<file path="src/pkg/brs_pkg.sv">
// Constants, register map and state types of the breaker reclose sequencer
// What this block does
// Single-pole program: three-pole first trip locks out
// Three-pole enable 30 ms after single-pole release
// Single-pole program: later attempts need three-pole initiate
// Three-pole program: single-pole first trip locks out
// Three-pole program: up to four attempts, enable always on except in mode none
// Combined program follows whichever initiate came first
// Single-pole count selects one, three or four
// Three-pole count selects one to four
// Own delay timer per single-pole attempt
// Own delay timer per three-pole attempt
// Reset interval after reclose returns to idle
// Trip in reset interval: next attempt or lockout
// Close output held for the dwell interval
// Hold wait limit expiry sends to lockout
// Closed polarity: timer runs while input open
// Open polarity: timer runs while input closed
// Sync supervision gates reclosures when enabled
// Close only within closing-angle setting
// Close only within slip setting plus angle
// Source mode: none, off, internal, external, both
// External relaying supplies both initiate inputs
// All intervals but the 30 ms quiet time counted on one 0.1 s tick
// Lockout holds until reset or mode change
package brs_pkg;
    // Clock and time base
    localparam int unsigned CLK_KHZ = 100000;
    localparam int unsigned TICK_TIME_MS = 100;
    localparam int unsigned TICK_CYCLES = TICK_TIME_MS * CLK_KHZ; // 0.1 s of core clocks
    localparam int unsigned SP_QUIET_TIME_MS = 30;
    localparam int unsigned SP_QUIET_CYCLES = SP_QUIET_TIME_MS * CLK_KHZ;
    localparam int unsigned TICK_W = 24;
    localparam int unsigned QUIET_W = 22;
    localparam int unsigned TIMER_W = 16;
    localparam int unsigned TICKS_PER_SEC = 10;

    // Register bus
    localparam int unsigned ADDR_W = 4;
    localparam int unsigned DATA_W = 16;
    localparam logic [3:0] ADDR_CTRL = 4'h0;
    localparam logic [3:0] ADDR_STATUS = 4'h1;
    localparam logic [3:0] ADDR_DELAY0 = 4'h2;
    localparam logic [3:0] ADDR_RESET_IV = 4'ha;
    localparam logic [3:0] ADDR_DWELL = 4'hb;
    localparam logic [3:0] ADDR_HOLD = 4'hc;
    localparam logic [3:0] ADDR_SYNC = 4'hd;

    // Control field positions
    localparam int unsigned CTL_MODE_LSB = 0;
    localparam int unsigned CTL_PROG_LSB = 3;
    localparam int unsigned CTL_HOLD_EN = 5;
    localparam int unsigned CTL_POL = 6;
    localparam int unsigned CTL_SYNC_EN = 7;
    localparam int unsigned CTL_SPCNT_LSB = 8;
    localparam int unsigned CTL_TPCNT_LSB = 10;
    localparam int unsigned CTL_CLEAR = 15;

    // Source modes and programs
    localparam logic [2:0] MODE_NONE = 3'h0;
    localparam logic [2:0] MODE_OFF = 3'h1;
    localparam logic [2:0] MODE_INTERNAL = 3'h2;
    localparam logic [2:0] MODE_EXTERNAL = 3'h3;
    localparam logic [2:0] MODE_BOTH = 3'h4;
    localparam logic [1:0] PROG_SP = 2'h0;
    localparam logic [1:0] PROG_TP = 2'h1;
    localparam logic [1:0] PROG_COMB = 2'h2;

    // Reset values
    localparam logic [15:0] CTRL_RST = 16'h0000;
    localparam logic [15:0] DELAY_RST = 16'h000a;
    localparam logic [15:0] RESET_IV_RST = 16'h0064;
    localparam logic [15:0] DWELL_RST = 16'h0005;
    localparam logic [15:0] HOLD_RST = 16'h000a;
    localparam logic [15:0] SYNC_RST = 16'h0a14;

    typedef enum logic [2:0] {
        ST_IDLE, ST_DELAY, ST_WAIT_CLOSE, ST_CLOSE, ST_RESET_WAIT, ST_LOCKOUT
    } brs_state_type;

    // Initiates and measurements from protection logic
    typedef struct packed {
        logic int_sp;
        logic int_tp;
        logic ext_sp;
        logic ext_tp;
        logic hold_closed;
        logic volt_ok;
        logic [7:0] angle_deg;
        logic [7:0] slip_dhz;
    } brs_in_type;

    // Whole sequencer state
    typedef struct packed {
        brs_state_type st;
        logic [1:0] prog;
        logic [1:0] attempt;
        logic [TIMER_W-1:0] tmr;
        logic [TIMER_W-1:0] rst_tmr;
        logic [TICK_W-1:0] tick_cnt;
        logic tick;
        logic [QUIET_W-1:0] quiet_cnt;
        logic first_done;
        logic tp_latch;
        logic [15:0] ctrl;
        logic [7:0][15:0] delay;
        logic [15:0] reset_iv;
        logic [15:0] dwell;
        logic [15:0] hold_s;
        logic [15:0] sync_lim;
        logic close;
        logic tp_en;
        logic lockout;
        logic [15:0] rd_data;
    } brs_regs_type;
endpackage : brs_pkg

</file>
<file path="src/hdl/brs_sequencer.sv">
// Reclose sequencer with its register file and sync-check gate
//
// The implementer's own choices: the strobed register port and the placing of the registers.
`timescale 1ns/1ps
`default_nettype none
module brs_sequencer import brs_pkg::*; #(
    parameter int unsigned TICK_CYC = TICK_CYCLES,
    parameter int unsigned SP_QUIET_CYC = SP_QUIET_CYCLES
) (
    input wire logic core_clk_i,
    input wire logic resetn_i,
    input wire logic ce_i,
    input wire logic [ADDR_W-1:0] addr_i,
    input wire logic [DATA_W-1:0] wr_data_i,
    input wire logic wr_i,
    input wire logic rd_i,
    output logic [DATA_W-1:0] rd_data_o,
    input wire logic int_sp_init_i,
    input wire logic int_tp_init_i,
    input wire logic ext_sp_init_i,
    input wire logic ext_tp_init_i,
    input wire logic hold_closed_i,
    input wire logic sync_volt_ok_i,
    input wire logic [7:0] angle_deg_i,
    input wire logic [7:0] slip_dhz_i,
    output logic close_o,
    output logic tp_trip_en_o,
    output logic lockout_o
);
    // Reset release synchroniser
    logic rst_meta_q;
    logic rst_n;
    brs_regs_type q;
    brs_regs_type d;
    brs_in_type pin;

    // Decoded settings
    logic [2:0] mode;
    logic [1:0] prog_sel;
    logic hold_en;
    logic pol_open;
    logic sync_en;
    logic [7:0] max_close_angle;
    logic [7:0] max_slip_rate;
    logic int_ok;
    logic ext_ok;
    logic sp_init;
    logic tp_init;
    logic any_init;
    logic hold_ok;
    logic sync_ok;
    logic permit;
    logic [2:0] sp_attempt_count;
    logic [2:0] tp_attempt_count;
    logic [2:0] attempt_total;
    logic last_attempt;
    logic [15:0] cur_delay;
    logic [15:0] hold_ticks;
    logic [1:0] start_prog;
    logic start_ok;
    logic ctrl_wr;
    logic mode_change;

    // Inputs travel together
    assign pin = '{int_sp: int_sp_init_i, int_tp: int_tp_init_i, ext_sp: ext_sp_init_i,
                   ext_tp: ext_tp_init_i, hold_closed: hold_closed_i, volt_ok: sync_volt_ok_i,
                   angle_deg: angle_deg_i, slip_dhz: slip_dhz_i};

    // Reset is asserted at once and released two edges later
    always_ff @(posedge core_clk_i or negedge resetn_i) begin
        if (!resetn_i) begin
            rst_meta_q <= 1'b0;
            rst_n <= 1'b0;
        end else begin
            rst_meta_q <= 1'b1;
            rst_n <= rst_meta_q;
        end
    end

    // Setting fields
    assign mode = q.ctrl[CTL_MODE_LSB +: 3];
    assign prog_sel = q.ctrl[CTL_PROG_LSB +: 2];
    assign hold_en = q.ctrl[CTL_HOLD_EN];
    assign pol_open = q.ctrl[CTL_POL];
    assign sync_en = q.ctrl[CTL_SYNC_EN];
    assign max_close_angle = q.sync_lim[7:0];
    assign max_slip_rate = q.sync_lim[15:8];
    assign hold_ticks = 16'(q.hold_s * TICKS_PER_SEC);

    // Source mode decides whose initiates are heard
    assign int_ok = (mode == MODE_INTERNAL) || (mode == MODE_BOTH);
    assign ext_ok = (mode == MODE_EXTERNAL) || (mode == MODE_BOTH);
    // Both initiate kinds come from either source
    assign sp_init = (pin.int_sp && int_ok) || (pin.ext_sp && ext_ok);
    assign tp_init = (pin.int_tp && int_ok) || (pin.ext_tp && ext_ok);
    assign any_init = sp_init || tp_init;

    // Attempt counts; code 3 of the single-pole field behaves as four
    always_comb begin
        unique case (q.ctrl[CTL_SPCNT_LSB +: 2])
            2'h0: sp_attempt_count = 3'h1;
            2'h1: sp_attempt_count = 3'h3;
            default: sp_attempt_count = 3'h4;
        endcase
        tp_attempt_count = {1'b0, q.ctrl[CTL_TPCNT_LSB +: 2]} + 3'h1;
        attempt_total = (q.prog == PROG_SP) ? sp_attempt_count : tp_attempt_count;
    end
    assign last_attempt = ({1'b0, q.attempt} + 3'h1) >= attempt_total;

    // Each attempt of each program has its own delay word
    assign cur_delay = q.delay[{(q.prog == PROG_TP), q.attempt}];

    // Hold condition: wait timer runs while the contact is not in the wanted state or sync fails
    assign hold_ok = !hold_en || (pol_open ? !pin.hold_closed : pin.hold_closed);
    // Angle first, slip on top of it, and the volt_ok flag from upstream must also be set
    assign sync_ok = !sync_en || ((pin.angle_deg <= max_close_angle)
                     && (pin.slip_dhz <= max_slip_rate) && pin.volt_ok);
    assign permit = hold_ok && sync_ok;

    // First trip picks the program; a wrong first trip is refused
    always_comb begin
        start_prog = sp_init ? PROG_SP : PROG_TP;
        unique case (prog_sel)
            PROG_SP: start_ok = sp_init;
            PROG_TP: start_ok = tp_init && !sp_init;
            default: start_ok = 1'b1;
        endcase
    end

    assign ctrl_wr = wr_i && (addr_i == ADDR_CTRL);
    assign mode_change = ctrl_wr && (wr_data_i[CTL_MODE_LSB +: 3] != mode);

    // Next state of the whole block
    always_comb begin
        d = q;
        d.tick = 1'b0;
        // Common time base; coarse 0.1 s grain keeps tmr and rst_tmr at 16 bits
        if (q.tick_cnt >= TICK_W'(TICK_CYC - 1)) begin
            d.tick_cnt = '0;
            d.tick = 1'b1;
        end else begin
            d.tick_cnt = q.tick_cnt + TICK_W'(1);
        end
        // Quiet time since the single-pole initiate dropped, saturating
        if (sp_init) begin
            d.quiet_cnt = '0;
        end else if (q.quiet_cnt < QUIET_W'(SP_QUIET_CYC)) begin
            d.quiet_cnt = q.quiet_cnt + QUIET_W'(1);
        end
        // Timers advance on the tick
        if (q.tick && (q.tmr != '1)) begin
            d.tmr = q.tmr + TIMER_W'(1);
        end
        if (q.tick && (q.rst_tmr != '1)) begin
            d.rst_tmr = q.rst_tmr + TIMER_W'(1);
        end

        // Sequencer
        unique case (q.st)
            ST_IDLE: begin
                d.first_done = 1'b0;
                d.tp_latch = 1'b0;
                if (any_init) begin
                    d.prog = (prog_sel == PROG_COMB) ? start_prog : prog_sel;
                    d.attempt = 2'h0;
                    d.tmr = '0;
                    d.st = start_ok ? ST_DELAY : ST_LOCKOUT;
                end
            end
            ST_DELAY: begin
                // Own delay per attempt
                if (q.tmr >= cur_delay) begin
                    d.tmr = '0;
                    d.st = ST_WAIT_CLOSE;
                end
            end
            ST_WAIT_CLOSE: begin
                if (permit) begin
                    d.tmr = '0;
                    d.rst_tmr = '0;
                    d.close = 1'b1;
                    d.st = ST_CLOSE;
                end else if (q.tmr >= hold_ticks) begin
                    d.st = ST_LOCKOUT;
                end else if (permit == 1'b0 && !q.tick) begin
                    d.tmr = q.tmr; // Timer only counts while close is withheld
                end
            end
            ST_CLOSE, ST_RESET_WAIT: begin
                if (q.st == ST_CLOSE) begin
                    d.first_done = 1'b1;
                end
                if (q.st == ST_CLOSE && q.tmr >= q.dwell) begin
                    d.close = 1'b0;
                    d.st = ST_RESET_WAIT;
                end
                if (any_init) begin
                    // Trip during the reset interval
                    d.close = 1'b0;
                    d.tmr = '0;
                    if (last_attempt || !tp_init) begin
                        d.st = ST_LOCKOUT;
                    end else begin
                        d.attempt = q.attempt + 2'h1;
                        d.st = ST_DELAY;
                    end
                end else if (q.st == ST_RESET_WAIT && q.rst_tmr >= q.reset_iv) begin
                    d.st = ST_IDLE;
                end
            end
            ST_LOCKOUT: begin
                // Initiates ignored here
                d.close = 1'b0;
                d.tp_latch = 1'b0;
            end
            default: begin
                d.st = ST_LOCKOUT;
            end
        endcase

        // Single-pole program arms three-pole tripping after its first close
        if (q.prog == PROG_SP && q.first_done && (q.quiet_cnt >= QUIET_W'(SP_QUIET_CYC))
            && q.st != ST_IDLE && q.st != ST_LOCKOUT) begin
            d.tp_latch = 1'b1;
        end

        // Register writes
        if (wr_i) begin
            unique case (addr_i)
                ADDR_CTRL: d.ctrl = {1'b0, wr_data_i[14:0]};
                ADDR_RESET_IV: d.reset_iv = wr_data_i;
                ADDR_DWELL: d.dwell = wr_data_i;
                ADDR_HOLD: d.hold_s = wr_data_i;
                ADDR_SYNC: d.sync_lim = wr_data_i;
                default: begin
                    if (addr_i >= ADDR_DELAY0 && addr_i < ADDR_RESET_IV) begin
                        d.delay[3'(addr_i - ADDR_DELAY0)] = wr_data_i;
                    end
                end
            endcase
        end
        // Clear bit or a new mode leaves lockout and abandons any cycle
        if ((ctrl_wr && wr_data_i[CTL_CLEAR]) || mode_change) begin
            d.st = ST_IDLE;
            d.close = 1'b0;
            d.tp_latch = 1'b0;
        end

        d.lockout = (d.st == ST_LOCKOUT);
        // Off forces three-pole trips; none leaves the enable low
        if (d.ctrl[CTL_MODE_LSB +: 3] == MODE_OFF) begin
            d.tp_en = 1'b1;
        end else if (d.ctrl[CTL_MODE_LSB +: 3] == MODE_NONE) begin
            d.tp_en = 1'b0;
        end else begin
            d.tp_en = (d.ctrl[CTL_PROG_LSB +: 2] == PROG_TP) || d.tp_latch
                      || (d.prog == PROG_TP && d.st != ST_IDLE && d.st != ST_LOCKOUT);
        end

        // Read data in the cycle after the strobe, zero otherwise
        d.rd_data = '0;
        if (rd_i) begin
            unique case (addr_i)
                ADDR_CTRL: d.rd_data = q.ctrl;
                ADDR_STATUS: d.rd_data = {q.lockout, q.close, q.tp_en, 6'h00,
                                          q.prog, q.attempt, q.st};
                ADDR_RESET_IV: d.rd_data = q.reset_iv;
                ADDR_DWELL: d.rd_data = q.dwell;
                ADDR_HOLD: d.rd_data = q.hold_s;
                ADDR_SYNC: d.rd_data = q.sync_lim;
                default: begin
                    if (addr_i >= ADDR_DELAY0 && addr_i < ADDR_RESET_IV) begin
                        d.rd_data = q.delay[3'(addr_i - ADDR_DELAY0)];
                    end
                end
            endcase
        end
    end

    // State register; clock enable freezes everything
    always_ff @(posedge core_clk_i or negedge rst_n) begin
        if (!rst_n) begin
            q <= '0;
            q.st <= ST_IDLE;
            q.ctrl <= CTRL_RST;
            q.delay <= {8{DELAY_RST}};
            q.reset_iv <= RESET_IV_RST;
            q.dwell <= DWELL_RST;
            q.hold_s <= HOLD_RST;
            q.sync_lim <= SYNC_RST;
        end else if (ce_i) begin
            q <= d;
        end
    end

    // Outputs straight from the state register
    assign rd_data_o = q.rd_data;
    assign close_o = q.close;
    assign tp_trip_en_o = q.tp_en;
    assign lockout_o = q.lockout;
endmodule : brs_sequencer
`default_nettype wire

</file>
<file path="config.mk">
export PLATFORM = sky130hd
export DESIGN_NAME = brs_sequencer
export DESIGN_NICKNAME = d
export VERILOG_FILES = /design/src/pkg/brs_pkg.sv /design/src/hdl/brs_sequencer.sv
export SDC_FILE = /design/constraint.sdc
export NUM_CORES = 1
export LEC_CHECK = 0
export BUFFER_PORTS_ARGS = -buffer_cell sky130_fd_sc_hd__buf_2
export CORE_MARGIN = 3
export CORE_UTILIZATION = 40
export CTS_BUF_LIST = sky130_fd_sc_hd__clkbuf_8
export CTS_CLUSTER_DIAMETER = 120
export DETAILED_ROUTE_END_ITERATION = 7
export RECOVER_POWER = 25
export SYNTH_ARGS = -nofsm -noshare
export SYNTH_HDL_FRONTEND = slang
export SYNTH_SLANG_ARGS = --single-unit
</file>
<file path="constraint.sdc">
create_clock -name core_clk_i -period 20.1 [get_ports core_clk_i]
set_input_delay 2.01 -clock core_clk_i [delete_from_list [all_inputs] [get_ports core_clk_i]]
set_output_delay 2.01 -clock core_clk_i [all_outputs]
set_load 0.1 [all_outputs]
</file>
==> summary.md, run 1 <==
| Metric | Value |
|---|---|
| Clock tree buffer depth | `3` |
| First-pass GRT wire length | `78.2 mm` |
| Sequential cell area fraction in the yosys report | `43.1%` |
| Post-Synthesis Cells | `1,660` |
| Slew margin rel. | `-181%` |
| Setup tns final | `0 ns` |
| Worst hold-check path type | `reg2reg` |
| Share of cells above drive strength 1 | `26.0%` |
| Syn_area_per_cell | `11.1 um^2` |
| CTS tree | `built` |
| RSZ-0062 raised after global routing | `no` |
| PnR worst setup slack | `14.91 ns` |
| Wire length per cell | `21.3 um` |
| Cell Area, Synth | `18,400 um^2` |
| WP depth | `1` |
| Crit path max-delay family | `buffers and inverters` |
| Commonest non-fill, non-tap cell in the layout | `dfrtp_1` |
| Cells on worst reg2reg path | `1` |
| Violated checks | `capacitance limit, slew limit` |
| Arr. time, crit path | `4.63 ns` |
| Vias | `13,341` |
| Post-CTS Hold Buffers | `0` |
| Row cnt | `78` |
| CP Capture Type | `async pin` |
| Post-synth EDFFs | `0` |
| Port-buffer cells | `65` |
| Period utilization | `25.8%` |
| Initial Utilization | `40.5%` |
| Initial antenna violation count | `0` |
| Postcts setup bufs | `0` |
| Die area | `48,700 um^2` |
| Hold slack | `0.350 ns` |
| Max Freq | `0.193 GHz` |
| # IOs | `66` |
| Pwr Total | `2.13 mW` |
| Post-Layout Cell Count | `2,341` |
| Max H-tree Level | `2` |
| Hold depth | `0` |
| WS Path Type | `reg2async` |
| Post-CTS sizing | `0` |
| Count of cell types in the netlist | `79` |
| Die Ht | `221 um` |
| Layout overhead on the synthesized area | `9.94%` |
| Crit Path Max Fanout | `77` |
| Fraction of registers with async set/reset | `100%` |
| Crit path required time | `19.54 ns` |
| Synth top area share | `39.2%` |
| Maxcap violations | `3` |
| Detailed Route Iter0 Violations | `923` |
| Pre-CTS setup slack | `15.05 ns` |
| Clock Skews | `0.0473 ns` |
| # setup viols final | `0` |
| Die Wd | `221 um` |
| Largest net degree at the start of global routing | `86` |
| Top post-synthesis cells by area | `dfrtp_1 39%, mux2_2 11%, ha_1 7.9%` |
| Via/cell ratio | `5.70` |
| GR Overflow Total | `0` |
| DRC Markers | `0` |
| ANT nets after route | `0` |
| Post-synth top area cell | `dfrtp_1` |
| Global placement routability congestion | `0.873` |
| Reg clk slew, reported paths | `0.07 ns` |
| TritonCTS buffer count | `53` |
| Clock root buffer | `clkbuf_8` |
| Maximum VDD drop | `61.7 uV` |
| Tmin final | `5.19 ns` |
| Total core area | `45,500 um^2` |
| Most used DFF post-synth | `dfrtp_1` |
| Cell Chain, Critical Path | `clkbuf_1` |
| Vias in the first global route | `13,497` |
| Synthesized flop and latch total | `316` |
| Status | `complete, but fails checks` |
| Ys Warns | `0` |
| Worst-skew pair later-pin latency | `0.66 ns` |
| Worst-Margin Slew | `4.22 ns` |
| Final Hold Vio Count | `0` |
| Final max-slew violation count | `213` |
| Crit-path slowest cell | `clkbuf_1` |
| Drt first pass iters | `5` |
| Leakage | `9.33 nW` |
| Buf/Inv on CP | `1` |
| Slowest stage delay, CP | `3.00 ns` |
| Cell total after placement | `2,242` |
| CTS sink cnt | `316` |
| NumNets Final | `1,861` |
| Syn_nets | `1,824` |
| Hpwl dp | `34.4 mm` |
| GRT Total Usage | `20.7%` |
| Startpoint types | `flop` |
| Most frequent cells in the layout | `288 x dfrtp_1, 176 x mux2_2, 122 x nand2_1` |
| PwrDens | `105 nW/um^2` |
| DRT Wirelength | `49.9 mm` |
synth_stat cells (all sizes together), types with 10 or more instances:
library cell	instances
nor2	118
ha	116
dfrtp	289
xnor2	31
a21oi	60
nor3	23
nor2b	10
a22oi	43
and3	12
dfstp	27
mux4	64
nand3	49
clkbuf	59
xor2	51
nand4	32
inv	74
buf	44
nand2	126
mux2i	20
o21ai	89
o2bb2ai	17
mux2	176
path summary, 6_finish.rpt:
path / to / slack [ns] / from
max in group core_clk_i: lockout_o$_DFFE_PN0P_ / 15.38 / q[38]$_DFFE_PN1P_
min in group asynchronous: max_close_angle[5]$_DFFE_PN0P_ / 0.38 / rst_n$_DFF_PN0_
max reg2reg: q[308]$_DFFE_PN0P_ / 14.91 / rst_n$_DFF_PN0_
min reg2reg: rst_n$_DFF_PN0_ / 0.35 / rst_meta_q$_DFF_PN0_
max: q[308]$_DFFE_PN0P_ / 14.91 / rst_n$_DFF_PN0_
min: rst_n$_DFF_PN0_ / 0.35 / rst_meta_q$_DFF_PN0_
cells by family (layout without fill, tap and decap cells):
| kind of cell | Yosys count | count (layout) | synth area share, % |
|---|---|---|---|
| AOI/OAI and AO/OA | 290 | 290 | 10.3 |
| xor gates and xnor gates | 82 | 82 | 3.89 |
| adders and majority gates | 117 | 117 | 7.98 |
| buffers and inverters | 177 | 257 | 4.19 |
| DFF | 316 | 316 | 43.1 |
| muxes | 260 | 260 | 19.6 |
| other | 1 | 2 | 0.0203 |
| and+or+nand+nor | 417 | 417 | 10.9 |
metrics by stage:
stage / util, % / area (um^2)
after detailed placement: 42.2 / 19200
after CTS: 44.6 / 20300
after global placement: 42.2 / 19200
final: 44.6 / 20300
after floorplan: - / 18400
after global routing: 44.6 / 20300
metal layers:
metal  global-route usage, %  vias to the layer above  wire [um]  part of all wire, %
li1                        -                     6117          -                    -
met1                    29.0                     6715      22600                   45
met2                    32.5                      411      22700                   45
met3                    3.93                       98       2960                  5.9
met4                    7.21                        0       1600                  3.2
met5                       0                        -          0                    0
cell type report:
class	count	area [um^2]
Antenna cell	1	2.50
Clock buffer	66	908
Clock inverter	32	174
Fill cell	4285	25200
Inverter	74	278
Multi-Input combinational cell	1167	9750
Sequential cell	316	7940
Tap cell	600	751
Timing Repair Buffer	85	463
power by group:
part	total (mW)	switching (mW)	internal [mW]	leakage, nW
clock network	0.583	0.273	0.310	0.652
logic	0.679	0.375	0.304	4.65
registers	0.869	0.112	0.756	4.02
total	2.13	0.761	1.37	9.33
No activity file was read; power rests on OpenSTA's default activity.
==> run 2, diff against run 1 <==
- clock period: 20.1 -> 4.2 ns (I/O delays scaled with it)
==> run 2 against run 1 <==
Effect of this change: the flow finishes with violations (capacitance limit, slew limit, setup timing); wire length up 2.5%; worst setup slack worse by 15 ns; non-clock buffer count up 32; clock power rose to 4.9 times the previous value; cell count up 1.7%; critical endpoint is now tp_trip_en_o$_DFFE_PN0P_; highest routed layer unchanged.
==> summary.md, run 2 (synthesis results as in run 1) <==
| Metric | Value |
|---|---|
| Status | `complete, but fails checks` |
| Violated checks | `capacitance limit, slew limit, setup timing` |
| Drt first pass iters | `8` |
| Layout overhead on the synthesized area | `12.5%` |
| Global placement routability congestion | `0.895` |
| Max Freq | `0.225 GHz` |
| Most frequent cells in the layout | `288 x dfrtp_1, 176 x mux2_2, 122 x nand2_1` |
| DP Area | `19,500 um^2` |
| Via/cell ratio | `5.66` |
| Top sig layer | `met4` |
| PnR worst setup slack | `-0.254 ns` |
| Commonest non-fill, non-tap cell in the layout | `dfrtp_1` |
| WS Path Type | `reg2reg` |
| Wire length per cell | `21.5 um` |
| Initial antenna violation count | `0` |
| Worst hold-check path type | `in2async` |
| GRT Total Usage | `21.4%` |
| Reg clk slew, reported paths | `0.06 ns` |
| Vias in the first global route | `13,783` |
| Fill count | `4,275` |
| DRT Wirelength | `51.2 mm` |
| Clock tree buffer depth | `3` |
| Worst-skew pair later-pin latency | `0.65 ns` |
| Slowest stage delay, CP | `0.55 ns` |
| Worst-Margin Slew | `2.09 ns` |
| Port-buffer cells | `65` |
| Share of cells above drive strength 1 | `28.4%` |
| GR Overflow Total | `0` |
| First-pass GRT wire length | `80.2 mm` |
| Maximum VDD drop | `295 uV` |
| Die Ht | `221 um` |
| CTS tree | `built` |
| Metal-1 WL | `22.0 mm` |
| Startpoint types | `flop` |
| Die Wd | `221 um` |
| Max H-tree Level | `2` |
| Die area | `48,700 um^2` |
| TritonCTS buffer count | `56` |
| Leakage | `9.53 nW` |
| NumNets Final | `1,896` |
| Final Hold Vio Count | `0` |
| Cell Chain, Critical Path | `buf_4 -> ha_4 -> ha_4 -> buf_4 -> a21o_1 -> a21oi_2 -> o21bai_1 -> a21oi_2 -> o21bai_1 -> a21oi_2 -> o21bai_1 -> a21oi_1 -> xor2_1 -> ha_1 -> nand4_1 -> a211oi_2 -> a2111o_1 -> nand2_1 -> a21oi_2 -> or4_4 -> o21ai_2 -> o21ai_1` |
| Maxcap violations | `2` |
| # IOs | `66` |
| # setup viols final | `4` |
| Row cnt | `78` |
| Arr. time, crit path | `4.97 ns` |
| Top cell by count, worst path | `a21oi_2` |
| Clock root buffer | `clkbuf_8` |
| Crit-path slowest cell | `dfstp_2` |
| Pre-CTS setup slack | `-0.306 ns` |
| Routed wire length on met2 | `24.2 mm` |
| Final instance area | `20,700 um^2` |
| DRC Markers | `0` |
| Total core area | `45,500 um^2` |
| Tmin final | `4.45 ns` |
| Initial Utilization | `40.5%` |
| Detailed Route Iter0 Violations | `918` |
| Slew margin rel. | `-39.5%` |
| PwrDens | `507 nW/um^2` |
| CTS sink cnt | `316` |
| RSZ-0062 raised after global routing | `yes` |
| Period utilization | `106%` |
| Largest net degree at the start of global routing | `148` |
| Crit Path Max Fanout | `3` |
| Final max-slew violation count | `189` |
| CP Capture Type | `flop` |
| Clock Skews | `0.0234 ns` |
| ANT nets after route | `0` |
| WL met3 | `2.91 mm` |
| Crit path required time | `4.71 ns` |
| Hpwl dp | `35.9 mm` |
| Antenna diode count | `0` |
| Vias | `13,481` |
run 2: final cells by class:
class	count	area, um^2	area share [%]
clock buffers	73	1000	4.85
clock inverters	33	138	0.664
inverters	74	278	1.34
multi-input cells	1167	9860	47.6
flip-flops and latches	316	7940	38.3
well taps	600	751	3.62
repair buffers	117	758	3.66
run 2: where the power goes:
group,switching [mW],internal (mW)
Sequential,0.595,3.62
Combinational,1.81,1.61
Clock,1.33,1.55
Total,3.73,6.78
run 2: through the flow:
stage | std cells | hold WS (ns) | utilization [%] | setup TNS (ns) | total power, mW
2_1_floorplan | 1660 | 0.124 | - | 0 | 6.57
3_3_place_gp | 2268 | 0.207 | 42.8 | -0.616 | 7.47
3_5_place_dp | 2268 | 0.208 | 42.8 | -1.18 | 7.58
4_1_cts | 2376 | 0.0503 | 45.6 | -0.329 | 10.6
5_1_grt | 2380 | 0.102 | 45.6 | -1.89 | 11.1
6_report | 2380 | 0.0989 | 45.6 | -0.875 | 10.5
run 2: path summary, 6_finish.rpt:
| path | from | end | slack (ns) | cells after the start |
|---|---|---|---|---|
| max | q[38]$_DFFE_PN1P_ | tp_trip_en_o$_DFFE_PN0P_ | -0.25 | 22 |
| min | resetn_i | rst_meta_q$_DFF_PN0_ | 0.1 | 2 |
| max reg2reg | q[38]$_DFFE_PN1P_ | tp_trip_en_o$_DFFE_PN0P_ | -0.25 | 22 |
| min reg2reg | rst_meta_q$_DFF_PN0_ | rst_n$_DFF_PN0_ | 0.35 | 0 |
| max in group asynchronous | rst_n$_DFF_PN0_ | q[308]$_DFFE_PN0P_ | 0.92 | 1 |
| min in group core_clk_i | wr_data_i[11] | max_slip_rate[3]$_DFFE_PN1P_ | 0.15 | 3 |
run 2: critical path: cells and delay by family, from the launching register on:
| kind | cells | cell delay [ns] |
|---|---|---|
| buffers and inverters | 2 | 0.28 |
| XOR/XNOR | 1 | 0.20 |
| AO/OA/AOI/OAI | 13 | 1.89 |
| flip-flops | 1 | 0.55 |
| adder cells (fa/ha/maj) | 3 | 0.70 |
| AND/OR/NAND/NOR | 3 | 0.69 |
run 2: what timing repair did:
action / CTS / global route
hold endpoints to repair: 2 / 0
setup endpoints to repair: 5 / 5
hold buffers: 1 / 0
pin swaps: 10 / 12
cloned: 0 / 0
buffers inserted: 1 / 4
gates resized for setup: 13 / 8
run 2: per-layer routing:
metal | track usage (%) | up-vias
met5 | 0 | -
met4 | 9.21 | 0
met1 | 28.3 | 6763
li1 | - | 6194
met3 | 3.71 | 112
met2 | 34.7 | 412
